[config.mk]
export PLATFORM = sky130hd
export DESIGN_NAME = swd_seconds_watchdog
export DESIGN_NICKNAME = d
export VERILOG_FILES = /design/src/pkg/swd_pkg.sv /design/src/verilog/swd_seconds_watchdog.sv /design/src/verilog/swd_tick_divider.sv /design/src/verilog/swd_irq_map.sv
export SDC_FILE = /design/constraint.sdc
export NUM_CORES = 1
export LEC_CHECK = 0
export BUFFER_PORTS_ARGS = -buffer_cell sky130_fd_sc_hd__buf_4
export CORE_ASPECT_RATIO = 1.25
export CORE_MARGIN = 2
export CORE_UTILIZATION = 30
export CTS_CLUSTER_SIZE = 14
export DETAILED_ROUTE_END_ITERATION = 8
export PLACE_DENSITY_LB_ADDON = 0.1
export SYNTH_ARGS = -nofsm -noshare
export SYNTH_HDL_FRONTEND = slang
export SYNTH_SLANG_ARGS = --single-unit
[constraint.sdc]
create_clock -name mclk -period 6.2 [get_ports mclk]
set_input_delay 0 -clock mclk [delete_from_list [all_inputs] [get_ports mclk]]
set_output_delay 0 -clock mclk [all_outputs]
set_load 0.01 [all_outputs]
[src/pkg/swd_pkg.sv]
// ============================================================================
// Shared constants of the seconds watchdog.
package swd_pkg;

    // ========================================================================
    // Timing.
    localparam int CLOCK_HZ = 10_000_000;
    localparam int TICK_PERIOD_MS = 1000;
    localparam int TICK_CYCLES_DEFAULT = CLOCK_HZ / 1000 * TICK_PERIOD_MS;
    localparam int TICK_CNT_W = 24;

    // ========================================================================
    // Bus layout.
    localparam int ADR_W = 8;
    localparam int DAT_W = 32;
    localparam int REG_W = 8;
    localparam logic [ADR_W-1:0] ADR_CONTROL = 8'h00;
    localparam logic [ADR_W-1:0] ADR_TIMEOUT = 8'h04;
    localparam logic [ADR_W-1:0] ADR_INT_STATUS = 8'h08;
    localparam logic [ADR_W-1:0] ADR_INT_CLEAR = 8'h0C;
    localparam logic [ADR_W-1:0] ADR_INT_ENABLE = 8'h10;

    // ========================================================================
    // Control register fields.
    localparam int CTL_INT_ENABLE = 7;
    localparam int CTL_LINE_SEL_HI = 6;
    localparam int CTL_LINE_SEL_LO = 4;
    localparam int CTL_RESERVED = 3;
    localparam int CTL_RESET_ENABLE = 2;
    localparam int CTL_TIMER_ENABLE = 1;
    localparam int CTL_EXPIRED = 0;
    localparam logic [REG_W-1:0] TIMEOUT_RESET = 8'h00;
    localparam logic [2:0] LINE_SEL_RESET = 3'h0;

    // ========================================================================
    // Interrupt event bits.
    localparam int EVT_W = 2;
    localparam int EVT_EXPIRED = 0;
    localparam int EVT_RELOAD = 1;
    localparam logic [EVT_W-1:0] EVT_RESET = 2'h0;

    // ========================================================================
    // Serial interrupt lines, indexed by the line select code.
    localparam int IRQ_LINES = 16;
    localparam logic [3:0] IRQ_NUMBER [8] = '{4'h3, 4'h4, 4'h5, 4'hA,
                                             4'h6, 4'h7, 4'h9, 4'hB};

endpackage : swd_pkg

[src/verilog/swd_seconds_watchdog.sv]
`timescale 1ns/1ps
// ============================================================================
// Seconds watchdog with a classic Wishbone register slave.
// What this block does
// - Control bit 7 interrupt enable, bits 6-4 line
// - Control bit 3 ignores writes, reads zero
// - Bit 2 set: expiry asserts board reset
// - Bit 0 reads expiry, zero while disabled
// - Expiry sticks until non-zero timeout write, disable, reset
// - Timeout is 8-bit read/write seconds remaining
// - Enabled watchdog fires when timeout is zero
// - Timeout resets to zero; enabling fires immediately
// - Each timeout write reloads the countdown
// - Countdown steps on free-running one-second tick
// - Reset returns both registers to defaults
module swd_seconds_watchdog #(
    parameter int TICK_CYCLES = swd_pkg::TICK_CYCLES_DEFAULT
) (
    input wire logic mclk,
    input wire logic reset_n,
    input wire logic cyc_i,
    input wire logic stb_i,
    input wire logic we_i,
    input wire logic [swd_pkg::ADR_W-1:0] adr_i,
    input wire logic [3:0] sel_i,
    input wire logic [swd_pkg::DAT_W-1:0] dat_i,
    output logic [swd_pkg::DAT_W-1:0] dat_o,
    output logic ack_o,
    output logic [swd_pkg::IRQ_LINES-1:0] serialIrqLines,
    output logic boardReset,
    output logic interrupt
);
    // ========================================================================
    // Register bus.
    logic ack_ff;
    logic [swd_pkg::DAT_W-1:0] rdData_ff;
    logic busWrite;
    logic ctrlWrite;
    logic timeoutWrite;
    logic clearWrite;
    logic enableWrite;
    logic [swd_pkg::REG_W-1:0] wrByte;
    logic [swd_pkg::REG_W-1:0] rdByte;

    logic interruptEnable_ff;
    logic [2:0] interruptLineSelect_ff;
    logic resetEnable_ff;
    logic timerEnable_ff;
    logic expiredFlag_ff;
    logic [swd_pkg::REG_W-1:0] timeoutSeconds_ff;
    logic [swd_pkg::EVT_W-1:0] intStatus_ff;
    logic [swd_pkg::EVT_W-1:0] intEnable_ff;
    logic boardReset_ff;
    logic interrupt_ff;

    logic nxt_timerEnable;
    logic [swd_pkg::REG_W-1:0] nxt_timeoutSeconds;
    logic nxt_expiredFlag;
    logic secondTick;
    logic [swd_pkg::REG_W-1:0] controlView;

    // A write commits at the edge that samples ack high, matching the master.
    assign busWrite = cyc_i && stb_i && we_i && ack_ff && sel_i[0];
    assign wrByte = dat_i[swd_pkg::REG_W-1:0];
    assign ctrlWrite = busWrite && (adr_i == swd_pkg::ADR_CONTROL);
    assign timeoutWrite = busWrite && (adr_i == swd_pkg::ADR_TIMEOUT);
    assign clearWrite = busWrite && (adr_i == swd_pkg::ADR_INT_CLEAR);
    assign enableWrite = busWrite && (adr_i == swd_pkg::ADR_INT_ENABLE);

    always_comb begin
        controlView = '0;
        controlView[swd_pkg::CTL_INT_ENABLE] = interruptEnable_ff;
        controlView[swd_pkg::CTL_LINE_SEL_HI:swd_pkg::CTL_LINE_SEL_LO] = interruptLineSelect_ff;
        controlView[swd_pkg::CTL_RESERVED] = 1'b0;
        controlView[swd_pkg::CTL_RESET_ENABLE] = resetEnable_ff;
        controlView[swd_pkg::CTL_TIMER_ENABLE] = timerEnable_ff;
        controlView[swd_pkg::CTL_EXPIRED] = expiredFlag_ff;
    end

    // Unmapped addresses and the write-only clear register read as zero.
    always_comb begin
        unique case (adr_i)
            swd_pkg::ADR_CONTROL: rdByte = controlView;
            swd_pkg::ADR_TIMEOUT: rdByte = timeoutSeconds_ff;
            swd_pkg::ADR_INT_STATUS: rdByte = swd_pkg::REG_W'(intStatus_ff);
            swd_pkg::ADR_INT_ENABLE: rdByte = swd_pkg::REG_W'(intEnable_ff);
            default: rdByte = '0;
        endcase
    end

    always_ff @(posedge mclk) begin
        if (!reset_n) begin
            ack_ff <= 1'b0;
        end else begin
            ack_ff <= cyc_i && stb_i && !ack_ff;
        end
    end

    always_ff @(posedge mclk) begin
        if (!reset_n) begin
            rdData_ff <= '0;
        end else if (cyc_i && stb_i && !ack_ff && !we_i) begin
            rdData_ff <= swd_pkg::DAT_W'(rdByte);
        end else begin
            rdData_ff <= '0;
        end
    end

    // ========================================================================
    // Control register.
    always_ff @(posedge mclk) begin
        if (!reset_n) begin
            interruptEnable_ff <= 1'b0;
            interruptLineSelect_ff <= swd_pkg::LINE_SEL_RESET;
            resetEnable_ff <= 1'b0;
        end else if (ctrlWrite) begin
            interruptEnable_ff <= wrByte[swd_pkg::CTL_INT_ENABLE];
            interruptLineSelect_ff <= wrByte[swd_pkg::CTL_LINE_SEL_HI:swd_pkg::CTL_LINE_SEL_LO];
            resetEnable_ff <= wrByte[swd_pkg::CTL_RESET_ENABLE];
        end
    end

    assign nxt_timerEnable = ctrlWrite ? wrByte[swd_pkg::CTL_TIMER_ENABLE] : timerEnable_ff;

    always_ff @(posedge mclk) begin
        if (!reset_n) begin
            timerEnable_ff <= 1'b0;
        end else begin
            timerEnable_ff <= nxt_timerEnable;
        end
    end

    // ========================================================================
    // Countdown.
    swd_tick_divider #(
        .TICK_CYCLES(TICK_CYCLES)
    ) u_tick (
        .mclk(mclk),
        .reset_n(reset_n),
        .tick(secondTick)
    );

    // A reload beats a tick that lands in the same cycle.
    always_comb begin
        nxt_timeoutSeconds = timeoutSeconds_ff;
        if (timeoutWrite) begin
            nxt_timeoutSeconds = wrByte;
        end else if (timerEnable_ff && secondTick && (timeoutSeconds_ff != '0)) begin
            nxt_timeoutSeconds = timeoutSeconds_ff - 1'b1;
        end
    end

    always_ff @(posedge mclk) begin
        if (!reset_n) begin
            timeoutSeconds_ff <= swd_pkg::TIMEOUT_RESET;
        end else begin
            timeoutSeconds_ff <= nxt_timeoutSeconds;
        end
    end

    // The set term looks at next values, so a reload of a non-zero count clears
    // the flag at once, while reloading zero keeps it set.
    always_comb begin
        nxt_expiredFlag = expiredFlag_ff && !timeoutWrite && nxt_timerEnable;
        if (nxt_timerEnable && (nxt_timeoutSeconds == '0)) begin
            nxt_expiredFlag = 1'b1;
        end
    end

    always_ff @(posedge mclk) begin
        if (!reset_n) begin
            expiredFlag_ff <= 1'b0;
        end else begin
            expiredFlag_ff <= nxt_expiredFlag;
        end
    end

    // ========================================================================
    // Outputs of an expiry.
    always_ff @(posedge mclk) begin
        if (!reset_n) begin
            boardReset_ff <= 1'b0;
        end else begin
            boardReset_ff <= resetEnable_ff && expiredFlag_ff;
        end
    end

    swd_irq_map u_irq_map (
        .mclk(mclk),
        .reset_n(reset_n),
        .request(interruptEnable_ff && expiredFlag_ff),
        .lineSel(interruptLineSelect_ff),
        .lines(serialIrqLines)
    );

    // ========================================================================
    // Local interrupt status, enable and clear.
    logic [swd_pkg::EVT_W-1:0] events;

    always_comb begin
        events = '0;
        events[swd_pkg::EVT_EXPIRED] = nxt_expiredFlag && !expiredFlag_ff;
        events[swd_pkg::EVT_RELOAD] = timeoutWrite;
    end

    // A new event wins over a clear written in the same cycle.
    always_ff @(posedge mclk) begin
        if (!reset_n) begin
            intStatus_ff <= swd_pkg::EVT_RESET;
        end else begin
            intStatus_ff <= events | (intStatus_ff & ~(clearWrite ? wrByte[swd_pkg::EVT_W-1:0] : '0));
        end
    end

    always_ff @(posedge mclk) begin
        if (!reset_n) begin
            intEnable_ff <= swd_pkg::EVT_RESET;
        end else if (enableWrite) begin
            intEnable_ff <= wrByte[swd_pkg::EVT_W-1:0];
        end
    end

    always_ff @(posedge mclk) begin
        if (!reset_n) begin
            interrupt_ff <= 1'b0;
        end else begin
            interrupt_ff <= |(intStatus_ff & intEnable_ff);
        end
    end

    assign dat_o = rdData_ff;
    assign ack_o = ack_ff;
    assign boardReset = boardReset_ff;
    assign interrupt = interrupt_ff;

    // ========================================================================
    // Checks.
    AST_CTL_RESERVED_ZERO: assert property (@(posedge mclk) disable iff (!reset_n)
        (cyc_i && stb_i && !we_i && !ack_ff && adr_i == swd_pkg::ADR_CONTROL)
        |=> (dat_o[swd_pkg::CTL_RESERVED] == 1'b0) && ack_o)
        else $error("Reserved control bit read as one.");

    AST_FIRE_ON_ZERO: assert property (@(posedge mclk) disable iff (!reset_n)
        (timerEnable_ff && timeoutSeconds_ff == '0 && !busWrite) |=> expiredFlag_ff)
        else $error("Enabled watchdog at zero did not fire.");

    AST_DISABLED_QUIET: assert property (@(posedge mclk) disable iff (!reset_n)
        !timerEnable_ff |-> !expiredFlag_ff ##1 !boardReset_ff && serialIrqLines == '0)
        else $error("Disabled watchdog shows an expiry.");

    AST_FLAG_STICKY: assert property (@(posedge mclk) disable iff (!reset_n)
        (expiredFlag_ff && !timeoutWrite && !(ctrlWrite && !wrByte[swd_pkg::CTL_TIMER_ENABLE]))
        |=> expiredFlag_ff)
        else $error("Expired flag dropped without cause.");

    AST_BOARD_RESET: assert property (@(posedge mclk) disable iff (!reset_n)
        (resetEnable_ff && expiredFlag_ff) |=> boardReset_ff ##0 (boardReset_ff == $past(
        resetEnable_ff)))
        else $error("Board reset did not follow expiry.");

    AST_LINE_TEN: assert property (@(posedge mclk) disable iff (!reset_n)
        (interruptEnable_ff && expiredFlag_ff && interruptLineSelect_ff == 3'h3)
        |=> serialIrqLines == 16'h0400)
        else $error("Select code three did not drive line ten.");

    AST_IRQ_HELD: assert property (@(posedge mclk) disable iff (!reset_n)
        (interruptEnable_ff && expiredFlag_ff)[*2] |-> $onehot(serialIrqLines))
        else $error("Interrupt request not held during expiry.");

    AST_RELOAD: assert property (@(posedge mclk) disable iff (!reset_n)
        timeoutWrite |=> timeoutSeconds_ff == $past(dat_i[swd_pkg::REG_W-1:0]))
        else $error("Timeout write did not reload the count.");

    AST_STEP: assert property (@(posedge mclk) disable iff (!reset_n)
        (timerEnable_ff && secondTick && timeoutSeconds_ff != '0 && !timeoutWrite)
        |=> timeoutSeconds_ff == $past(timeoutSeconds_ff) - 8'h01)
        else $error("Countdown did not step on the tick.");

    AST_HOLD: assert property (@(posedge mclk) disable iff (!reset_n)
        (!timerEnable_ff && !timeoutWrite) |=> $stable(timeoutSeconds_ff))
        else $error("Disabled countdown moved.");

    AST_RESET_DEFAULTS: assert property (@(posedge mclk) disable iff (!reset_n)
        $rose(reset_n) |-> controlView == '0 && timeoutSeconds_ff == '0)
        else $error("Registers not at defaults after reset.");

    AST_ACK_ONE: assert property (@(posedge mclk) disable iff (!reset_n)
        ack_o |=> !ack_o)
        else $error("Acknowledge held longer than one cycle.");

    // The host commits on the answer edge, so the answer must come exactly one cycle late.
    AST_ACK_AFTER_REQ: assert property (@(posedge mclk) disable iff (!reset_n)
        (cyc_i && stb_i && !ack_o) |=> ack_o)
        else $error("Request not acknowledged in the next cycle.");

    AST_DATA_IDLE_ZERO: assert property (@(posedge mclk) disable iff (!reset_n)
        !ack_o |-> dat_o == '0)
        else $error("Read data not zero outside the acknowledge cycle.");

    AST_DISABLE_CLEARS: assert property (@(posedge mclk) disable iff (!reset_n)
        (ctrlWrite && !wrByte[swd_pkg::CTL_TIMER_ENABLE])
        |=> !expiredFlag_ff && !timerEnable_ff)
        else $error("Clearing the enable left the expired flag set.");

    AST_KICK_CLEARS: assert property (@(posedge mclk) disable iff (!reset_n)
        (timeoutWrite && wrByte != '0) |=> !expiredFlag_ff)
        else $error("Non-zero timeout write left the expired flag set.");

    AST_FLAG_NEEDS_EN: assert property (@(posedge mclk) disable iff (!reset_n)
        expiredFlag_ff |-> timerEnable_ff)
        else $error("Expired flag set while the watchdog was disabled.");

    AST_RESET_OFF_QUIET: assert property (@(posedge mclk) disable iff (!reset_n)
        !resetEnable_ff |=> !boardReset_ff)
        else $error("Board reset asserted while reset enable was clear.");

    AST_IRQ_OFF_QUIET: assert property (@(posedge mclk) disable iff (!reset_n)
        !interruptEnable_ff |=> serialIrqLines == '0)
        else $error("Serial line requested while interrupts were disabled.");

    AST_ONE_LINE: assert property (@(posedge mclk) disable iff (!reset_n)
        $onehot0(serialIrqLines))
        else $error("More than one serial line requested.");

    AST_EVENT_SETS_STATUS: assert property (@(posedge mclk) disable iff (!reset_n)
        events[swd_pkg::EVT_EXPIRED] |=> intStatus_ff[swd_pkg::EVT_EXPIRED])
        else $error("Expiry event lost against a clear.");

    AST_INT_LEVEL: assert property (@(posedge mclk) disable iff (!reset_n)
        (|(intStatus_ff & intEnable_ff)) |=> interrupt_ff)
        else $error("Enabled status bit did not raise the interrupt.");

    COV_EXPIRY: cover property (@(posedge mclk) disable iff (!reset_n)
        timerEnable_ff && secondTick && timeoutSeconds_ff == 8'h01 ##1 expiredFlag_ff);
    COV_KICK_CLEARS: cover property (@(posedge mclk) disable iff (!reset_n)
        expiredFlag_ff && timeoutWrite ##1 !expiredFlag_ff);
    COV_BOARD_RESET: cover property (@(posedge mclk) disable iff (!reset_n)
        $rose(boardReset_ff));
    COV_INTERRUPT: cover property (@(posedge mclk) disable iff (!reset_n)
        $rose(interrupt_ff));
    COV_LINE_ELEVEN: cover property (@(posedge mclk) disable iff (!reset_n)
        serialIrqLines[11]);

endmodule : swd_seconds_watchdog

[src/verilog/swd_tick_divider.sv]
`timescale 1ns/1ps
// ============================================================================
// Free-running divider that pulses once per period.
module swd_tick_divider #(
    parameter int TICK_CYCLES = swd_pkg::TICK_CYCLES_DEFAULT
) (
    input wire logic mclk,
    input wire logic reset_n,
    output logic tick
);
    localparam logic [swd_pkg::TICK_CNT_W-1:0] LAST = swd_pkg::TICK_CNT_W'(TICK_CYCLES - 1);

    logic [swd_pkg::TICK_CNT_W-1:0] count_ff;
    logic tick_ff;

    // The count never aligns to software writes, so each reload loses up to one period.
    always_ff @(posedge mclk) begin
        if (!reset_n) begin
            count_ff <= '0;
            tick_ff <= 1'b0;
        end else if (count_ff == LAST) begin
            count_ff <= '0;
            tick_ff <= 1'b1;
        end else begin
            count_ff <= count_ff + 1'b1;
            tick_ff <= 1'b0;
        end
    end

    assign tick = tick_ff;

endmodule : swd_tick_divider

[src/verilog/swd_irq_map.sv]
`timescale 1ns/1ps
// ============================================================================
// Turns a line select code into a registered request on one serial line.
module swd_irq_map (
    input wire logic mclk,
    input wire logic reset_n,
    input wire logic request,
    input wire logic [2:0] lineSel,
    output logic [swd_pkg::IRQ_LINES-1:0] lines
);
    logic [swd_pkg::IRQ_LINES-1:0] lines_ff;

    genvar i;
    generate
        for (i = 0; i < swd_pkg::IRQ_LINES; i++) begin : g_line
            always_ff @(posedge mclk) begin
                if (!reset_n) begin
                    lines_ff[i] <= 1'b0;
                end else begin
                    lines_ff[i] <= request && (swd_pkg::IRQ_NUMBER[lineSel] == 4'(i));
                end
            end
        end
    endgenerate

    assign lines = lines_ff;

endmodule : swd_irq_map

==> impl_metrics.tcl <==
set metrics [dict create \
    clk_latency_ns 0.34 \
    grt_pass1_vias 2569 \
    synthArstFlopShare_pct 0 \
    start_util_pct 30.7 \
    p_int_mw 0.792 \
    slew_headroom_pct 43.6 \
    dp_hpwl_um 5350 \
    critPathKind "reg2reg" \
    grt_max_degree 23 \
    fmax_ghz 0.366 \
    rsz0062_at_grt "false" \
    ir_drop_mv 0.117 \
    crit_family "simple AND/OR/NAND/NOR gates" \
    worst_path_max_delay_cell "nor2b_1" \
    drt_iter0_drc 118 \
    grt_pass1_wl_um 12100 \
    vias 2670 \
    route.detailed.drc 0 \
    final_cell_area_um2 4040 \
    max_cap_viol_count 0 \
    cts_setup_buffers 0 \
    antenna_found_initial 0 \
    coreArea_um2 10600 \
    syn_inst 380 \
    yosysUniqueCellTypes 46 \
    p_comb_share_pct 4.1 \
    hold_class "in2reg" \
    routed_wl_um 7340 \
    die_height_um 120 \
    synth_seq_area_share_pct 43.8 \
    cp_num_buf_inv 0 \
    power_density_nw_per_um2 252 \
    avgViaCountPerCell 4.62 \
    clock_sinks 71 \
    synth_warnings 0 \
    power_switching_mw 0.225 \
    grt.total_usage_pct 13.0 \
    area_growth_pct 24.7 \
    synth_edf_count 0 \
    clockPowerShare_pct 50.4 \
    root_buffer "clkbuf_16" \
    place_ws_ns 3.51 \
    dr.pass1.iters 4 \
    tns_ns 0 \
    ios 100 \
    worstMarginPinSlew_ns 0.846 \
    fp-row-count 42 \
    grt_remaining_overflow 0 \
    period_share_pct 44.1 \
    p_total_mw 1.02 \
    htreeDepth 3 \
    cts_buffers 9 \
    antenna_cells 0 \
    die_w_um 97.0 \
    io_buffers 48 \
    critPathMaxStageDelay_ns 0.68 \
    syn_area_per_cell_um2 8.53 \
    p_leak_nw 1.59 \
    place.gp.congestion 0.764 \
    nets 496 \
    p_sw_share_pct 22.1 \
    path_max_fanout 20 \
    place_area_um2 3630 \
    cp-start-kind "flop" \
    cts_tree "yes" \
    synthTopCellsByArea "dfxtp_1 (44%), nor2_1 (7.1%), buf_4 (5.6%), nand3_1 (4.2%), nand2_1 (3.8%)" \
    crit_path_end_kind "flop" \
    cp_cell_sequence "and3_1, nor2b_1, nand2_1, nor3b_1, o2111ai_1, o21ai_0" \
    arrival_ns 2.95 \
    dieArea_um2 11700 \
    setup_viol 0 \
    outcome "finished clean" \
    cts_buffer_depth 2 \
    synth_top_area_share_pct 43.8 \
    path_clk_slew_ns 0.06 \
    period_needed_ns 2.73 \
    finalHoldViolCount 0 \
    share_seq_of_total_power_pct 45.4 \
    clock_skew_ns 0.00810 \
    setup_ws_ns 3.47 \
    synth_area_um2 3240 \
    worstPathRequired_ns 6.42 \
    wl_per_cell_um 12.7 \
    drv_slew 0 \
    ys.flop_type "dfxtp_1" \
    antenna_left 0 \
    synth_largest_area_cell "dfxtp_1" \
    synth_seq_cells 71 \
    layout-drive-gt1-share_pct 15.2 \
]
## final cells by class
type / count / area [um2]
Timing Repair Buffer: 60 / 478
Sequential cell: 71 / 1420
Clock buffer: 10 / 229
Multi-Input combinational cell: 289 / 1640
Tap cell: 132 / 165
Inverter: 10 / 37.5
Clock inverter: 6 / 70.1
Fill cell: 1116 / 6520
## tightest hold or removal path, stage by stage
cell and delay (ns):
buf_4 0.11, nand3_1 0.07, nand2_1 0.06, a21oi_1 0.06
## power by group through the flow
stage / clock, mW / combinational, mW / sequential, mW
finish: 0.513 / 0.0421 / 0.462
CTS: 0.530 / 0.0421 / 0.462
floorplan: 0 / 0.0268 / 0.472
detailed placement: 0 / 0.0366 / 0.472
global route: 0.546 / 0.0460 / 0.462
global placement: 0 / 0.0365 / 0.472
## kinds of logic after synthesis
kind of cell	count (synthesis)	synth area share (%)
flip-flops	71	43.8
AO/OA/AOI/OAI	52	10.8
XOR/XNOR	22	5.94
buffers and inverters	47	8.68
adder cells (fa/ha/maj)	6	2.32
multiplexers	7	2.16
other	1	0.116
AND/OR/NAND/NOR	174	26.2
## routing by layer
layer / vias up / global-route usage (%) / part of all wire [%]
met5: - / 0 / 0
met4: 0 / 8.19 / 2.8
met3: 15 / 2.37 / 3.5
met2: 50 / 21.2 / 48
met1: 1223 / 15.7 / 45
li1: 1382 / - / -
## registers in the layout, indices dropped and copies added (netlist names)
register and flops:
boardReset 1, interrupt 1, interruptLineSelect_ff 3, dat_o 8, interruptEnable_ff 1, u_tick.count_ff 24
timeoutSeconds_ff 8, u_tick.tick 1, timerEnable_ff 1, ack_o 1, u_irq_map.lines 16, intEnable_ff 2
resetEnable_ff 1, intStatus_ff 2, expiredFlag_ff 1
## synth_stat cells (all sizes together) (8+ instances only)
library cell / n
nand3: 27
and3: 12
dfxtp: 71
nor4: 8
buf: 26
inv: 10
clkbuf: 11
a21oi: 19
xnor2: 13
xor2: 9
nor2: 61
nand2: 33
## through the flow
stage	instances	hold WS [ns]	utilization [%]
floorplan	407	0.122	-
global placement	551	0.292	34.4
detailed placement	551	0.291	34.4
CTS	578	0.00742	38.3
global route	578	0.0314	38.3
finish	578	0.0208	38.3
## cell usage in the layout, fill, tap and decap left out, drive strengths merged, types with 2 or more instances in the layout
cell,synthesis,routed
clkinv,0,4
nand4,3,3
buf,26,49
or3,2,2
a21oi,19,19
nor2b,3,3
a222oi,2,2
xor2,9,9
and2,2,2
a211oi,6,6
dlygate4sd3,0,11
inv,10,11
o2bb2ai,2,2
nor3,5,5
and3,12,12
nor2,61,61
dfxtp,71,71
nand2b,3,3
nand4b,2,2
nand3b,2,2
o21ai,7,7
nor4b,3,3
nor4,8,8
o211ai,2,2
mux2i,7,7
and4b,2,2
nor3b,3,3
xnor2,13,13
a22oi,6,6
ha,6,6
clkbuf,11,10
nand3,27,27
conb,1,28
nand2,33,33
## path summary, 6_finish.rpt
path / depth (start not counted) / start / to / slack (ns)
max: 6 / ack_o$_SDFF_PN0_ / intStatus_ff[0]$_SDFF_PN0_ / 3.47
min: 4 / adr_i[2] / intStatus_ff[1]$_SDFF_PN0_ / 0.02
max reg2reg: 6 / ack_o$_SDFF_PN0_ / intStatus_ff[0]$_SDFF_PN0_ / 3.47
min reg2reg: 2 / resetEnable_ff$_SDFFE_PN0P_ / resetEnable_ff$_SDFFE_PN0P_ / 0.47
## what timing repair did
action / in CTS / in global routing
resized for setup: 0 / 0
hold buffers: 11 / 0
endpoints found under the hold margin: 17 / 0
Power figures use the tool's default switching activity.
